$ cat src/rtl/fault_filter_pkg.sv
// package for the supply fault filter and test path block
// assumes one 50 MHz core clock drives every user of these constants
package fault_filter_pkg;
    // -------------------------------------------------------------
    // timing
    // -------------------------------------------------------------
    localparam int CLK_PERIOD_NS = 20;
    localparam int FAULT_FILTER_DELAY_NS = 10000;
    localparam int FAULT_FILTER_MIN_CLOCKS = 256;
    localparam int DELAY_FROM_TIME = FAULT_FILTER_DELAY_NS / CLK_PERIOD_NS;
    localparam int FAULT_FILTER_CYCLES = (DELAY_FROM_TIME > FAULT_FILTER_MIN_CLOCKS) ?
        DELAY_FROM_TIME : FAULT_FILTER_MIN_CLOCKS;
    // -------------------------------------------------------------
    // widths and fields
    // -------------------------------------------------------------
    localparam int SAMPLE_WIDTH = 16;
    localparam int REGULATOR_COUNT = 3;
    localparam int SUPPLY_SRC_COUNT = 3;
    localparam int SRC_VDD_OV = 0;
    localparam int SRC_GND_OFF = 1;
    localparam int SRC_VDD_OFF = 2;
    localparam logic [1:0] SRC_MAGNETIC = 2'h0;
    localparam logic [1:0] SRC_ANGLE_TEST = 2'h1;
    localparam logic [1:0] SRC_TEMPERATURE = 2'h2;
    localparam logic [SAMPLE_WIDTH-1:0] SAMPLE_RESET = 16'h0000;
    typedef enum logic [1:0] {PATH_IDLE, PATH_HELD, PATH_ONESHOT} path_state_t;
endpackage

$ cat src/rtl/supply_fault_filter_and_test_path.sv
// output path selection for test sources and spike filtering of supply comparators
// assumes comparator levels arrive asynchronously; sample strobes are on ref_clk_i
// Behaviour
// - one shared selector substitutes the angle test or the temperature into the output.
// - held mode keeps the substitute source connected until the mode is ended.
// - automatic mode returns to the magnetic value after exactly one value is read out.
// - a comparator status bit sets only after its fault lasts at least 256 core clocks.
// - the filtered comparator bits are exposed as status outputs for the serial registers.
// - each regulator has its own overvoltage detector that sets its own flag.
// - an external supply overvoltage sets the shared supply fault status bit.
// - a ground to ground test pin difference sets the shared supply fault status bit.
// - the supply disconnect detector, also fired by clock spikes, sets the shared bit.
// - with temperature selected, the temperature goes out in the x value slot.
module supply_fault_filter_and_test_path
    import fault_filter_pkg::*;
#(
    parameter int FILTER_CYCLES = fault_filter_pkg::FAULT_FILTER_CYCLES
) (
    input wire logic ref_clk_i,
    input wire logic rst_i,
    input wire logic test_enable_i,
    input wire logic test_auto_i,
    input wire logic temp_select_i,
    input wire logic value_read_i,
    input wire logic [fault_filter_pkg::SAMPLE_WIDTH-1:0] mag_x_i,
    input wire logic [fault_filter_pkg::SAMPLE_WIDTH-1:0] mag_y_i,
    input wire logic [fault_filter_pkg::SAMPLE_WIDTH-1:0] angle_test_x_i,
    input wire logic [fault_filter_pkg::SAMPLE_WIDTH-1:0] angle_test_y_i,
    input wire logic [fault_filter_pkg::SAMPLE_WIDTH-1:0] temp_value_i,
    input wire logic [fault_filter_pkg::REGULATOR_COUNT-1:0] regulator_ov_cmp_i,
    input wire logic vdd_ov_cmp_i,
    input wire logic gnd_off_cmp_i,
    input wire logic vdd_off_cmp_i,
    output logic [fault_filter_pkg::SAMPLE_WIDTH-1:0] out_x_o,
    output logic [fault_filter_pkg::SAMPLE_WIDTH-1:0] out_y_o,
    output logic [1:0] path_source_o,
    output logic [fault_filter_pkg::REGULATOR_COUNT-1:0] regulator_overvoltage_flag_o,
    output logic [fault_filter_pkg::SUPPLY_SRC_COUNT-1:0] supply_source_flag_o,
    output logic supply_fault_status_o
);
    import fault_filter_pkg::*;

    localparam int NCMP = REGULATOR_COUNT + SUPPLY_SRC_COUNT;
    localparam int CW = $clog2(FILTER_CYCLES + 1);

    if (FILTER_CYCLES < FAULT_FILTER_MIN_CLOCKS) begin : g_bad_cycles
        $error("filter count below the minimum spike suppression time");
    end

    // -------------------------------------------------------------
    // output path selection
    // -------------------------------------------------------------
    path_state_t state;
    path_state_t next_state;
    logic [1:0] sel;
    logic [1:0] next_sel;
    logic wait_drop;
    wire logic [1:0] req_src = temp_select_i ? SRC_TEMPERATURE : SRC_ANGLE_TEST;
    // a finished one-shot waits for enable to drop; the finish wins over a clear
    wire logic next_wait_drop = (state == PATH_ONESHOT && value_read_i)
        || (wait_drop && test_enable_i);

    always_comb begin
        next_state = state;
        next_sel = sel;
        case (state)
            PATH_IDLE: begin
                if (test_enable_i && !wait_drop) begin
                    next_sel = req_src;
                    next_state = test_auto_i ? PATH_ONESHOT : PATH_HELD;
                end
            end
            PATH_HELD: begin
                if (!test_enable_i) begin
                    next_state = PATH_IDLE;
                    next_sel = SRC_MAGNETIC;
                end else begin
                    next_sel = req_src;
                end
            end
            PATH_ONESHOT: begin
                if (value_read_i) begin
                    next_state = PATH_IDLE;
                    next_sel = SRC_MAGNETIC;
                end
            end
            default: begin
                next_state = PATH_IDLE;
                next_sel = SRC_MAGNETIC;
            end
        endcase
    end

    // one-shot returns to idle; a still-high enable would restart, so it is
    // treated as a new request only after it has been dropped
    always_ff @(posedge ref_clk_i or posedge rst_i) begin
        if (rst_i) begin
            state <= PATH_IDLE;
            sel <= SRC_MAGNETIC;
            wait_drop <= 1'b0;
        end else begin
            state <= next_state;
            sel <= next_sel;
            wait_drop <= next_wait_drop;
        end
    end

    // shared mux for both substitute sources
    wire logic [SAMPLE_WIDTH-1:0] mux_x = (sel == SRC_TEMPERATURE) ? temp_value_i :
        (sel == SRC_ANGLE_TEST) ? angle_test_x_i : mag_x_i;
    wire logic [SAMPLE_WIDTH-1:0] mux_y = (sel == SRC_ANGLE_TEST) ? angle_test_y_i : mag_y_i;

    always_ff @(posedge ref_clk_i or posedge rst_i) begin
        if (rst_i) begin
            out_x_o <= SAMPLE_RESET;
            out_y_o <= SAMPLE_RESET;
        end else begin
            out_x_o <= mux_x;
            out_y_o <= mux_y;
        end
    end
    assign path_source_o = sel;

    // -------------------------------------------------------------
    // comparator synchronisers and spike filters
    // -------------------------------------------------------------
    wire logic [NCMP-1:0] cmp_raw = {vdd_off_cmp_i, gnd_off_cmp_i, vdd_ov_cmp_i,
        regulator_ov_cmp_i};
    logic [NCMP-1:0] sync1;
    logic [NCMP-1:0] sync2;
    logic [NCMP-1:0] sync3;
    logic [NCMP-1:0] level;
    logic [NCMP-1:0] filtered;
    logic [CW-1:0] cnt [NCMP];

    always_ff @(posedge ref_clk_i or posedge rst_i) begin
        if (rst_i) begin
            sync1 <= '0;
            sync2 <= '0;
            sync3 <= '0;
            level <= '0;
        end else begin
            sync1 <= cmp_raw;
            sync2 <= sync1;
            sync3 <= sync2;
            // each bit follows only once its second and third stages agree
            level <= (sync2 & sync3) | (level & (sync2 | sync3));
        end
    end

    always_ff @(posedge ref_clk_i or posedge rst_i) begin
        if (rst_i) begin
            for (int i = 0; i < NCMP; i++) begin
                cnt[i] <= '0;
            end
            filtered <= '0;
        end else begin
            for (int i = 0; i < NCMP; i++) begin
                if (!level[i]) begin
                    cnt[i] <= '0;
                    filtered[i] <= 1'b0;
                end else if (cnt[i] < CW'(FILTER_CYCLES)) begin
                    cnt[i] <= cnt[i] + CW'(1);
                end else begin
                    filtered[i] <= 1'b1;
                end
            end
        end
    end

    // -------------------------------------------------------------
    // status bits for the serial port registers
    // -------------------------------------------------------------
    assign regulator_overvoltage_flag_o = filtered[REGULATOR_COUNT-1:0];
    assign supply_source_flag_o = filtered[NCMP-1:REGULATOR_COUNT];
    assign supply_fault_status_o = filtered[REGULATOR_COUNT + SRC_VDD_OV]
        | filtered[REGULATOR_COUNT + SRC_GND_OFF]
        | filtered[REGULATOR_COUNT + SRC_VDD_OFF];

    // -------------------------------------------------------------
    // checks
    // -------------------------------------------------------------
    short_spike_a: assert property (@(posedge ref_clk_i) disable iff (rst_i)
        $rose(filtered[0]) |-> cnt[0] == CW'(FILTER_CYCLES))
        else $error("fault flag set before filter time");
    drop_clears_a: assert property (@(posedge ref_clk_i) disable iff (rst_i)
        !level[0] |=> !filtered[0])
        else $error("flag stayed after fault ended");
    shared_status_a: assert property (@(posedge ref_clk_i) disable iff (rst_i)
        supply_fault_status_o == (|supply_source_flag_o))
        else $error("shared status mismatch");
    gnd_sets_a: assert property (@(posedge ref_clk_i) disable iff (rst_i)
        filtered[REGULATOR_COUNT + SRC_GND_OFF] |-> supply_fault_status_o)
        else $error("ground fault not reported");
    vdd_off_sets_a: assert property (@(posedge ref_clk_i) disable iff (rst_i)
        filtered[REGULATOR_COUNT + SRC_VDD_OFF] |-> supply_fault_status_o)
        else $error("disconnect not reported");
    held_stays_a: assert property (@(posedge ref_clk_i) disable iff (rst_i)
        (state == PATH_HELD && test_enable_i) |=> sel != SRC_MAGNETIC)
        else $error("held mode left without end");
    oneshot_back_a: assert property (@(posedge ref_clk_i) disable iff (rst_i)
        (state == PATH_ONESHOT && value_read_i) |=> sel == SRC_MAGNETIC)
        else $error("auto mode did not return");
    no_restart_a: assert property (@(posedge ref_clk_i) disable iff (rst_i)
        (state == PATH_IDLE && wait_drop) |=> state == PATH_IDLE)
        else $error("one-shot restarted without enable drop");
    temp_in_x_a: assert property (@(posedge ref_clk_i) disable iff (rst_i)
        sel == SRC_TEMPERATURE |=> out_x_o == $past(temp_value_i))
        else $error("temperature not in x slot");
    reg_flag_a: assert property (@(posedge ref_clk_i) disable iff (rst_i)
        regulator_overvoltage_flag_o == filtered[REGULATOR_COUNT-1:0])
        else $error("regulator flag mismatch");

    held_run_c: cover property (@(posedge ref_clk_i) disable iff (rst_i) state == PATH_HELD);
    oneshot_c: cover property (@(posedge ref_clk_i) disable iff (rst_i)
        state == PATH_ONESHOT ##1 state == PATH_IDLE);
    temp_c: cover property (@(posedge ref_clk_i) disable iff (rst_i) sel == SRC_TEMPERATURE);
    fault_c: cover property (@(posedge ref_clk_i) disable iff (rst_i)
        $rose(supply_fault_status_o));
endmodule

$ cat config.mk
export PLATFORM = sky130hd
export DESIGN_NAME = supply_fault_filter_and_test_path
export DESIGN_NICKNAME = d
export VERILOG_FILES = /design/src/rtl/fault_filter_pkg.sv /design/src/rtl/supply_fault_filter_and_test_path.sv
export SDC_FILE = /design/constraint.sdc
export NUM_CORES = 1
export LEC_CHECK = 0
export BUFFER_PORTS_ARGS = -buffer_cell sky130_fd_sc_hd__buf_2
export CAP_MARGIN = 25
export CORE_MARGIN = 5
export CORE_UTILIZATION = 58
export DETAILED_ROUTE_END_ITERATION = 8
export PLACE_DENSITY = 0.85
export SYNTH_ARGS = -nofsm -noshare
export SYNTH_HDL_FRONTEND = slang
export SYNTH_SLANG_ARGS = --single-unit
$ cat constraint.sdc
create_clock -name ref_clk_i -period 8.32 [get_ports ref_clk_i]
set_input_delay 1.664 -clock ref_clk_i [delete_from_list [all_inputs] [get_ports ref_clk_i]]
set_output_delay 1.664 -clock ref_clk_i [all_outputs]
set_load 0.02 [all_outputs]
---- After elaboration in Yosys (flattened, before gate mapping) ----
Index checks and enable logic that the tools add are counted.
storage, ports and cells
  input port bits ......................... 92
  logic and storage cells ................. 102
  flip-flop bits (word level) ............. 121
  output and inout bits ................... 41
cells by class
  magnitude comparators ................... 6
  add/sub/neg operators ................... 6
  bitwise operators ....................... 6
  reduce and logical (&&, ||, !) cells .... 8
  equal/unequal tests ..................... 19
  mux-type cells .......................... 36
operator list
  kind                 number
  $mux 9               12
  $add 9x1->9 const B  6
  $lt 9x9->1 const B   6
  $mux 16              3
  $ne 2x2->1 const B   9
  $mux 2               7
  $and 6x6->6          2
  $mux 1               12
  $ne 2x1->1 const B   6
  $or 6x6->6           2
  $pmux 2 s3           2
  $eq 2x1->1 const B   2
  $eq 2x2->1 const B   2
  $logic_and 1x1->1    3
  $reduce_and 3->1     1
  $logic_not 2->1      1
  $or 1x1->1           2
  $reduce_and 2->1     1
  $logic_not 1->1      1
  $logic_or 1x1->1     1

---- Logic depth before layout (Yosys ltp) ----
Gate-level depths: netlist of the first run.
  word-level depth ........................ 4
  mapped depth ............................ 5
  depth with buffers taken out ............ 4

---- Worst setup path before layout of the first run ----
OpenSTA, ideal clock, no wires.
  kind .................................... register -> output
  start point ............................. register filtered[4]
  end point ............................... output port supply_fault_status_o
  arrival time ............................ 0.928 ns
  buffers on the path ..................... 0
  setup slack ............................. 5.728 ns
  stages on the path, launching flop included .. 2
  data required time ...................... 6.656 ns
  path through ............................ dfrtp_1 > or3_1
on the way
  longest elaborated chain between the ends .. 2
RTL lines
  item                             line                                      text
  start, declared                  supply_fault_filter_and_test_path.sv:133  logic [NCMP-1:0] filtered;
  start signal, assigned           supply_fault_filter_and_test_path.sv:156  filtered <= '0;
  start signal, assigned by index  supply_fault_filter_and_test_path.sv:161  filtered[i] <= 1'b0;
  start signal, assigned by index  supply_fault_filter_and_test_path.sv:165  filtered[i] <= 1'b1;
  $or 1x1->1                       supply_fault_filter_and_test_path.sv:177  | filtered[REGULATOR_COUNT + SRC_GND_OFF]
  $or 1x1->1                       supply_fault_filter_and_test_path.sv:178  | filtered[REGULATOR_COUNT + SRC_VDD_OFF];
  end, declared                    supply_fault_filter_and_test_path.sv:39   output logic supply_fault_status_o
No other way between the ends.

---- Worst setup path in the final report of the first run ----
  start point ............................. register sel[1], in the netlist path_source_o[1]
  end point ............................... output port path_source_o[1]
RTL lines
  item                    line                                      text
  start, declared         supply_fault_filter_and_test_path.sv:55   logic [1:0] sel;
  start signal, assigned  supply_fault_filter_and_test_path.sv:103  sel <= next_sel;
  end, declared           supply_fault_filter_and_test_path.sv:36   output logic [1:0] path_source_o,
No word-level cell between the ends.

==> metrics.yaml, run 1 <==
die_width_um: 109
drt-vias-per-instance: 5.85
synth.yosys.warnings: 0
cts.sinks: 121
clk_latency_ns: 0.52
drt-initial-drc-count: 348
ctsHtreeMaxLevel: 4
pwr_dens_nw_per_um2: 248
synth_async_sr_flop_share_pct: 100
fin_worst_skew_ns: 0.00733
clk_root_buffer_cell: "sky130_fd_sc_hd__clkbuf_8"
period_share_pct: 42.0
synth-main-ff-cell: "sky130_fd_sc_hd__dfrtp_1"
syn_nets: 604
die_area_sq_um: 11900
ctsHoldBuffers: 0
number_of_diodes: 0
layout_min_cycle_time_ns: 3.49
drc: 0
finalHoldViolations: 0
global_route_wire_length_before_repair_um: 21900
detail-route-antenna-nets: 0
multi_input_area_sq_um: 2400
grt_overflow: 0
grt.total_usage_pct: 23.9
ctsLongestPathBuffers: 2
pwr-share-clk_pct: 42.6
worst_setup_hold_path_clk_slew_ns: 0.06
post_synth_instance_area_sq_um: 5670
place.gp.congestion: 0.863
synthesized_flop_and_latch_total: 121
grt_pass1_vias: 4603
port_buffers: 132
switching_power_uw: 484
routed_wl_um: 13400
ir_drop_mv: 0.179
fp.coreArea_sq_um: 9640
cp-start-kind: "flip-flop"
synth-seq-area-share_pct: 53.4
wl_per_cell_um: 17.2
rows: 36
hold_path_class: "flip-flop to flip-flop"
cts_resized: 0
crit_buf_inv: 1
drt_pass1_iterations: 5
tritoncts: "done"
critical_path.max_stage_delay_ns: 0.99
start_util_pct: 58.8
setup.worst_path.end_class: "output port"
worst_path_dominant_cell_family: "flip-flops"
slew_violations: 0
fp.dieH_um: 109
synth_edf_count: 0
path_class: "flip-flop to output port"
filler_cell_count: 629
path_cells: "buf_2"
layout-area-overhead-vs-synth_pct: 22.7
grt_start_max_net_pins: 71
share_of_layout_cells_above_drive_strength_1_pct: 30.2
number_of_antenna_violations_at_the_first_check_in_global_routing: 0
io-pin-count: 133
timing.critical_path.slowest_stage_cell: "sky130_fd_sc_hd__dfrtp_2"
outcome: "finished clean"
layout.area.seq_sq_um: 3030
worstPathMaxFanout: 51
p_sw_share_pct: 28.1
timing.max_slew.rel_slack_pct: 35.9
vias: 4554
setup_viol: 0
finish.utilization_pct: 72.1
critical_path_required_ns: 6.66
tns_ns: 0
synth_cells: 506
p_int_mw: 1.24
worst_slew_pin_slew_ns: 0.962
worst-endpoint-arrival_ns: 1.83
dpl.hpwl_um: 8710
power.combinational.fraction_pct: 15.3
synth_area_per_cell_sq_um: 11.2
cts.repair_timing.setup_buffer_count: 0
clock.fmax_ghz: 0.286
synth.lib_cells_used.distinct: 54
total_leakage_power_nw: 3.23
setup_repair_after_global_routing_missed_its_margin: "no"
cts-buffers-inserted: 17
sequentialPowerShare_pct: 42.1
timing.max_cap.violations: 0
nNetsFinal: 730
==> final cells by class <==
type / instances / area share (%)
Clock buffer: 23 / 7.14
Clock inverter: 9 / 1.60
Inverter: 21 / 1.17
Multi-Input combinational cell: 338 / 34.5
Sequential cell: 121 / 43.6
Tap cell: 133 / 2.39
Timing Repair Buffer: 133 / 9.61
==> per-layer routing <==
| metal | GRT usage (%) | wire [um] | up-vias | share of wire, % |
|---|---|---|---|---|
| met5 | 0 | 0 | - | 0 |
| met4 | 11.3 | 392 | 0 | 2.9 |
| met3 | 7.28 | 837 | 36 | 6.3 |
| met2 | 39.7 | 6890 | 185 | 51 |
| met1 | 28.3 | 5260 | 2207 | 39 |
| li1 | - | - | 2126 | - |
==> Yosys cell counts, types with 4 or more instances <==
| cell | count | area share, % |
|---|---|---|
| sky130_fd_sc_hd__o21a_1 | 14 | 1.9 |
| sky130_fd_sc_hd__o2111ai_1 | 4 | 0.62 |
| sky130_fd_sc_hd__nor2b_1 | 19 | 2.1 |
| sky130_fd_sc_hd__a211oi_1 | 23 | 3.0 |
| sky130_fd_sc_hd__a31oi_1 | 13 | 1.4 |
| sky130_fd_sc_hd__and3_1 | 10 | 1.1 |
| sky130_fd_sc_hd__mux2_2 | 16 | 3.2 |
| sky130_fd_sc_hd__a21oi_1 | 27 | 2.4 |
| sky130_fd_sc_hd__a311oi_1 | 6 | 0.93 |
| sky130_fd_sc_hd__o211a_1 | 4 | 0.71 |
| sky130_fd_sc_hd__buf_2 | 7 | 0.62 |
| sky130_fd_sc_hd__nand4_1 | 7 | 0.77 |
| sky130_fd_sc_hd__maj3_1 | 6 | 1.1 |
| sky130_fd_sc_hd__nand2b_1 | 13 | 1.4 |
| sky130_fd_sc_hd__mux2i_1 | 33 | 5.8 |
| sky130_fd_sc_hd__inv_1 | 20 | 1.3 |
| sky130_fd_sc_hd__ha_1 | 6 | 1.3 |
| sky130_fd_sc_hd__o21bai_1 | 6 | 0.79 |
| sky130_fd_sc_hd__clkbuf_1 | 9 | 0.60 |
| sky130_fd_sc_hd__buf_6 | 4 | 0.79 |
| sky130_fd_sc_hd__nand2_1 | 37 | 2.4 |
| sky130_fd_sc_hd__nor2_1 | 8 | 0.53 |
| sky130_fd_sc_hd__nor3_1 | 9 | 0.79 |
| sky130_fd_sc_hd__nand3_1 | 17 | 1.5 |
| sky130_fd_sc_hd__and4_1 | 6 | 0.93 |
| sky130_fd_sc_hd__o21ai_0 | 15 | 1.3 |
| sky130_fd_sc_hd__dfrtp_1 | 121 | 53 |
==> metrics by stage <==
stage / cells / power [mW] / setup WS (ns) / instance area [sq um] / hold slack (ns)
2_1_floorplan: 506 / 0.904 / 3.44 / 5670 / 0.331
3_3_place_gp: 746 / 0.981 / 5.24 / 6350 / 0.337
3_5_place_dp: 746 / 0.992 / 5.19 / 6350 / 0.337
4_1_cts: 778 / 1.73 / 4.80 / 6950 / 0.350
5_1_grt: 778 / 1.79 / 4.71 / 6950 / 0.362
6_report: 778 / 1.72 / 4.83 / 6950 / 0.350
==> power groups by stage <==
stage	sequential, mW	clock (mW)	combinational [mW]
6_report	0.726	0.734	0.264
5_1_grt	0.737	0.766	0.291
4_1_cts	0.725	0.741	0.267
3_5_place_dp	0.730	0	0.262
3_3_place_gp	0.729	0	0.252
2_1_floorplan	0.746	0	0.159
==> registers in the layout, indices dropped and copies added, names as in the netlist <==
| signal | flops |
|---|---|
| out_y_o | 16 |
| path_source_o | 2 |
| wait_drop | 1 |
| filtered | 6 |
| sync2 | 6 |
| state | 2 |
| level | 6 |
| sync3 | 6 |
| cnt | 54 |
| out_x_o | 16 |
| sync1 | 6 |
==> cell families (layout without fill, tap and decap cells) <==
logic type	after synthesis	after routing	synth area share (%)
mux	49	49	9.00
fa+ha+maj	12	12	2.38
simple gates	141	141	13.6
flops	121	121	53.4
buf+inv	47	186	4.24
xor+xnor	3	3	0.464
compound gates	133	133	16.9
==> final timing paths <==
path,from,endpoint,slack [ns],cells after the start
min,sync1[0],sync2[0],0.35,0
max,path_source_o[1],path_source_o[1],4.83,1
max in group asynchronous,rst_i,cnt[28],5.80,3
min in group asynchronous,rst_i,path_source_o[1],1.23,2
max reg2reg,path_source_o[0],out_y_o[11],6.27,3
min reg2reg,sync1[0],sync2[0],0.35,0
==> worst reg2reg max path: cells and delay by family, from the launching register on <==
family	cells	cell delay (ns)
buffers and inverters	1	0.12
DFF	1	0.97
muxes	1	0.41
and+or+nand+nor	1	0.44
==> layout by cell type (no fill, tap or decap), types with 4 or more instances in the layout <==
cell type                   netlist  layout
sky130_fd_sc_hd__nor3_1           9       9
sky130_fd_sc_hd__nand4_1          7       7
sky130_fd_sc_hd__nor2b_1         19      19
sky130_fd_sc_hd__o21ai_0         15      15
sky130_fd_sc_hd__clkbuf_8         0       7
sky130_fd_sc_hd__o2111ai_1        4       4
sky130_fd_sc_hd__mux2i_1         33      33
sky130_fd_sc_hd__mux2_2          16      16
sky130_fd_sc_hd__o21a_1          14      14
sky130_fd_sc_hd__nand3_1         17      17
sky130_fd_sc_hd__nand2_1         37      37
sky130_fd_sc_hd__o21bai_1         6       6
sky130_fd_sc_hd__and3_1          10      10
sky130_fd_sc_hd__nor2_1           8       8
sky130_fd_sc_hd__buf_2            7     132
sky130_fd_sc_hd__dfrtp_1        121     120
sky130_fd_sc_hd__o211a_1          4       4
sky130_fd_sc_hd__inv_1           20      19
sky130_fd_sc_hd__maj3_1           6       6
sky130_fd_sc_hd__a21oi_1         27      27
sky130_fd_sc_hd__clkbuf_16        0      16
sky130_fd_sc_hd__and4_1           6       6
sky130_fd_sc_hd__a311oi_1         6       6
sky130_fd_sc_hd__a211oi_1        23      23
sky130_fd_sc_hd__nand2b_1        13      13
sky130_fd_sc_hd__a31oi_1         13      13
sky130_fd_sc_hd__ha_1             6       6
Power figures use the tool's default switching activity.
==> run 2: changes to the inputs <==
--- a/config.mk
+++ b/config.mk
@@ -8,9 +8,9 @@
 export BUFFER_PORTS_ARGS = -buffer_cell sky130_fd_sc_hd__buf_2
 export CAP_MARGIN = 25
 export CORE_MARGIN = 5
-export CORE_UTILIZATION = 58
+export CORE_UTILIZATION = 54
 export DETAILED_ROUTE_END_ITERATION = 8
-export PLACE_DENSITY = 0.85
+export PLACE_DENSITY = 0.8
 export SYNTH_ARGS = -nofsm -noshare
 export SYNTH_HDL_FRONTEND = slang
 export SYNTH_SLANG_ARGS = --single-unit
==> constraint.sdc (replaced) <==
create_clock -name ref_clk_i -period 3.45 [get_ports ref_clk_i]
set_input_delay 0.69 -clock ref_clk_i [delete_from_list [all_inputs] [get_ports ref_clk_i]]
set_output_delay 0.69 -clock ref_clk_i [all_outputs]
set_load 0.02 [all_outputs]
==> metrics.yaml, run 2 (synthesized netlist as in run 1, its figures left out) <==
grt_overflow: 0  # unchanged
drt_pass1_iterations: 5  # unchanged
most-common-layout-cells: "sky130_fd_sc_hd__buf_2, sky130_fd_sc_hd__dfrtp_1, sky130_fd_sc_hd__nand2_1"  # unchanged
crit_buf_inv: 1  # unchanged
setup_viol: 0  # unchanged
start_util_pct: 55.2  # was 58.8%
io-pin-count: 133  # unchanged
cts.sinks: 121  # unchanged
rows: 37  # was 36
path_class: "flip-flop to output port"  # unchanged
grt_pass1_vias: 4680  # was 4603
share_of_layout_cells_above_drive_strength_1_pct: 30.3  # was 30.2%
layout.area.seq_sq_um: 3030  # unchanged
setup_slack_ns: 0.912  # was 4.83 ns
vias: 4540  # was 4554
worst_setup_hold_path_clk_slew_ns: 0.06  # about the same
tritoncts: "done"  # unchanged
timing.max_slew.rel_slack_pct: 34.8  # was 35.9%
cts_resized: 0  # unchanged
global_route_wire_length_before_repair_um: 21800  # was 21900 um
drt-initial-drc-count: 293  # was 348
number_of_antenna_violations_at_the_first_check_in_global_routing: 1  # was 0
grt.total_usage_pct: 21.5  # was 23.9%
clk_root_buffer_cell: "sky130_fd_sc_hd__clkbuf_8"  # unchanged
cts-buffers-inserted: 17  # unchanged
critical_path_required_ns: 2.76  # was 6.66 ns
cts.repair_timing.setup_buffer_count: 0  # unchanged
pre_cts_slack_ns: 1.46  # was 5.19 ns
ctsHtreeMaxLevel: 4  # unchanged
setup.worst_path.end_class: "output port"  # unchanged
crit-reg2reg-capture: "out_y_o[5]"  # was out_y_o[11]
cp-start-kind: "flip-flop"  # unchanged
worst_slew_pin_slew_ns: 0.978  # was 0.962 ns
critical_path.max_stage_delay_ns: 1.01  # was 0.99 ns
ctsLongestPathBuffers: 2  # unchanged
die_width_um: 112  # was 109 um
finalHoldViolations: 0  # unchanged
place.gp.congestion: 0.882  # was 0.863
detail-route-antenna-nets: 0  # unchanged
fin_worst_skew_ns: 0.00673  # was 0.00733 ns
ctsHoldBuffers: 0  # unchanged
filler_cell_count: 773  # was 629
multi_input_area_sq_um: 2400  # unchanged
drc: 0  # unchanged
worstPathMaxFanout: 51  # unchanged
wl_per_cell_um: 16.6  # was 17.2 um
total_leakage_power_nw: 3.25  # was 3.23 nW
hold_path_class: "input port to async pin"  # was flip-flop to flip-flop
layout-area-overhead-vs-synth_pct: 24.0  # was 22.7%
dpl.hpwl_um: 8960  # was 8710 um
timing.max_cap.violations: 0  # unchanged
path_cells: "buf_2"  # unchanged
reg2regPathDepth: 2  # was 3
setup_repair_after_global_routing_missed_its_margin: "no"  # unchanged
port_buffers: 132  # unchanged
worst_path_dominant_cell_family: "flip-flops"  # unchanged
drt-vias-per-instance: 5.79  # was 5.85
routed_wl_um: 13000  # was 13400 um
largest_register_ffs: 54  # unchanged
clk_latency_ns: 0.52  # about the same
tns_ns: 0  # unchanged
final_common_cell: "sky130_fd_sc_hd__buf_2"  # unchanged
reg2reg_setup_slack_ns: 1.64  # was 6.27 ns
crit-reg2reg-launch: "path_source_o[1]"  # was path_source_o[0]
ir_drop_mv: 0.426  # was 0.179 mV
pwr_dens_nw_per_um2: 601  # was 248 nW/um^2
fp.coreArea_sq_um: 10300  # was 9640 sq um
timing.critical_path.slowest_stage_cell: "sky130_fd_sc_hd__dfrtp_2"  # unchanged
worst-endpoint-arrival_ns: 1.85  # was 1.83 ns
biggestRegsByFlops: "cnt: 54 flops, out_x_o: 16 flops, out_y_o: 16 flops"  # unchanged
clock.fmax_ghz: 0.394
period_share_pct: 73.6
layout_min_cycle_time_ns: 2.54
max_flop_register: "cnt"  # unchanged
grt_start_max_net_pins: 52  # was 71
nNetsFinal: 733  # was 730
outcome: "finished clean"  # unchanged
slew_violations: 0  # unchanged
fp.dieH_um: 112  # was 109 um
die_area_sq_um: 12600  # was 11900 sq um
==> run 2: worst register-to-register path: stages (launching register included) <==
cell,delay (ns)
sky130_fd_sc_hd__dfrtp_2,0.75
sky130_fd_sc_hd__nor2_4,0.53
sky130_fd_sc_hd__mux2_2,0.41
==> run 2: worst max path at each step <==
stage          depth (start not counted)               end  slack [ns]        startpoint
2_1_floorplan                          1            cnt[0]        1.28             rst_i
3_3_place_gp                           1  path_source_o[1]        1.49  path_source_o[1]
3_5_place_dp                           1  path_source_o[1]        1.46  path_source_o[1]
4_1_cts                                1  path_source_o[1]        0.89  path_source_o[1]
5_1_grt                                1  path_source_o[1]        0.81  path_source_o[1]
6_report                               1  path_source_o[1]        0.91  path_source_o[1]
==> run 2: area by class of cell <==
type                    instances  area share [%]
flip-flops and latches        121            43.1
multi-input cells             338            34.2
repair buffers                136            10.4
clock buffers                  20            6.34
clock inverters                11            2.42
well taps                     136            2.42
inverters                      21            1.17
diodes                          1          0.0356
==> run 2: routing by layer <==
layer / wire length, um / vias up / track usage, %
met4: 397 / 0 / 11.5
met2: 6690 / 183 / 36.2
met1: 4870 / 2200 / 23.6
met5: 0 / - / 0
met3: 1080 / 33 / 8.25
li1: - / 2124 / -
==> run 2: power by group <==
| group | switching (mW) | internal (mW) |
|---|---|---|
| clock | 0.634 | 1.21 |
| sequential | 0.151 | 1.57 |
| combinational | 0.377 | 0.282 |
==> run 2: through the flow <==
stage	utilization, %	total power [mW]	hold WS [ns]	cell area [sq um]	cells
after floorplan	-	2.18	0.331	5670	506
after global placement	62.2	2.37	0.333	6390	751
after detailed placement	62.2	2.40	0.341	6390	751
after CTS	68.2	4.26	0.245	7010	782
after global routing	68.4	4.42	0.0974	7030	784
final	68.4	4.22	0.0993	7030	784
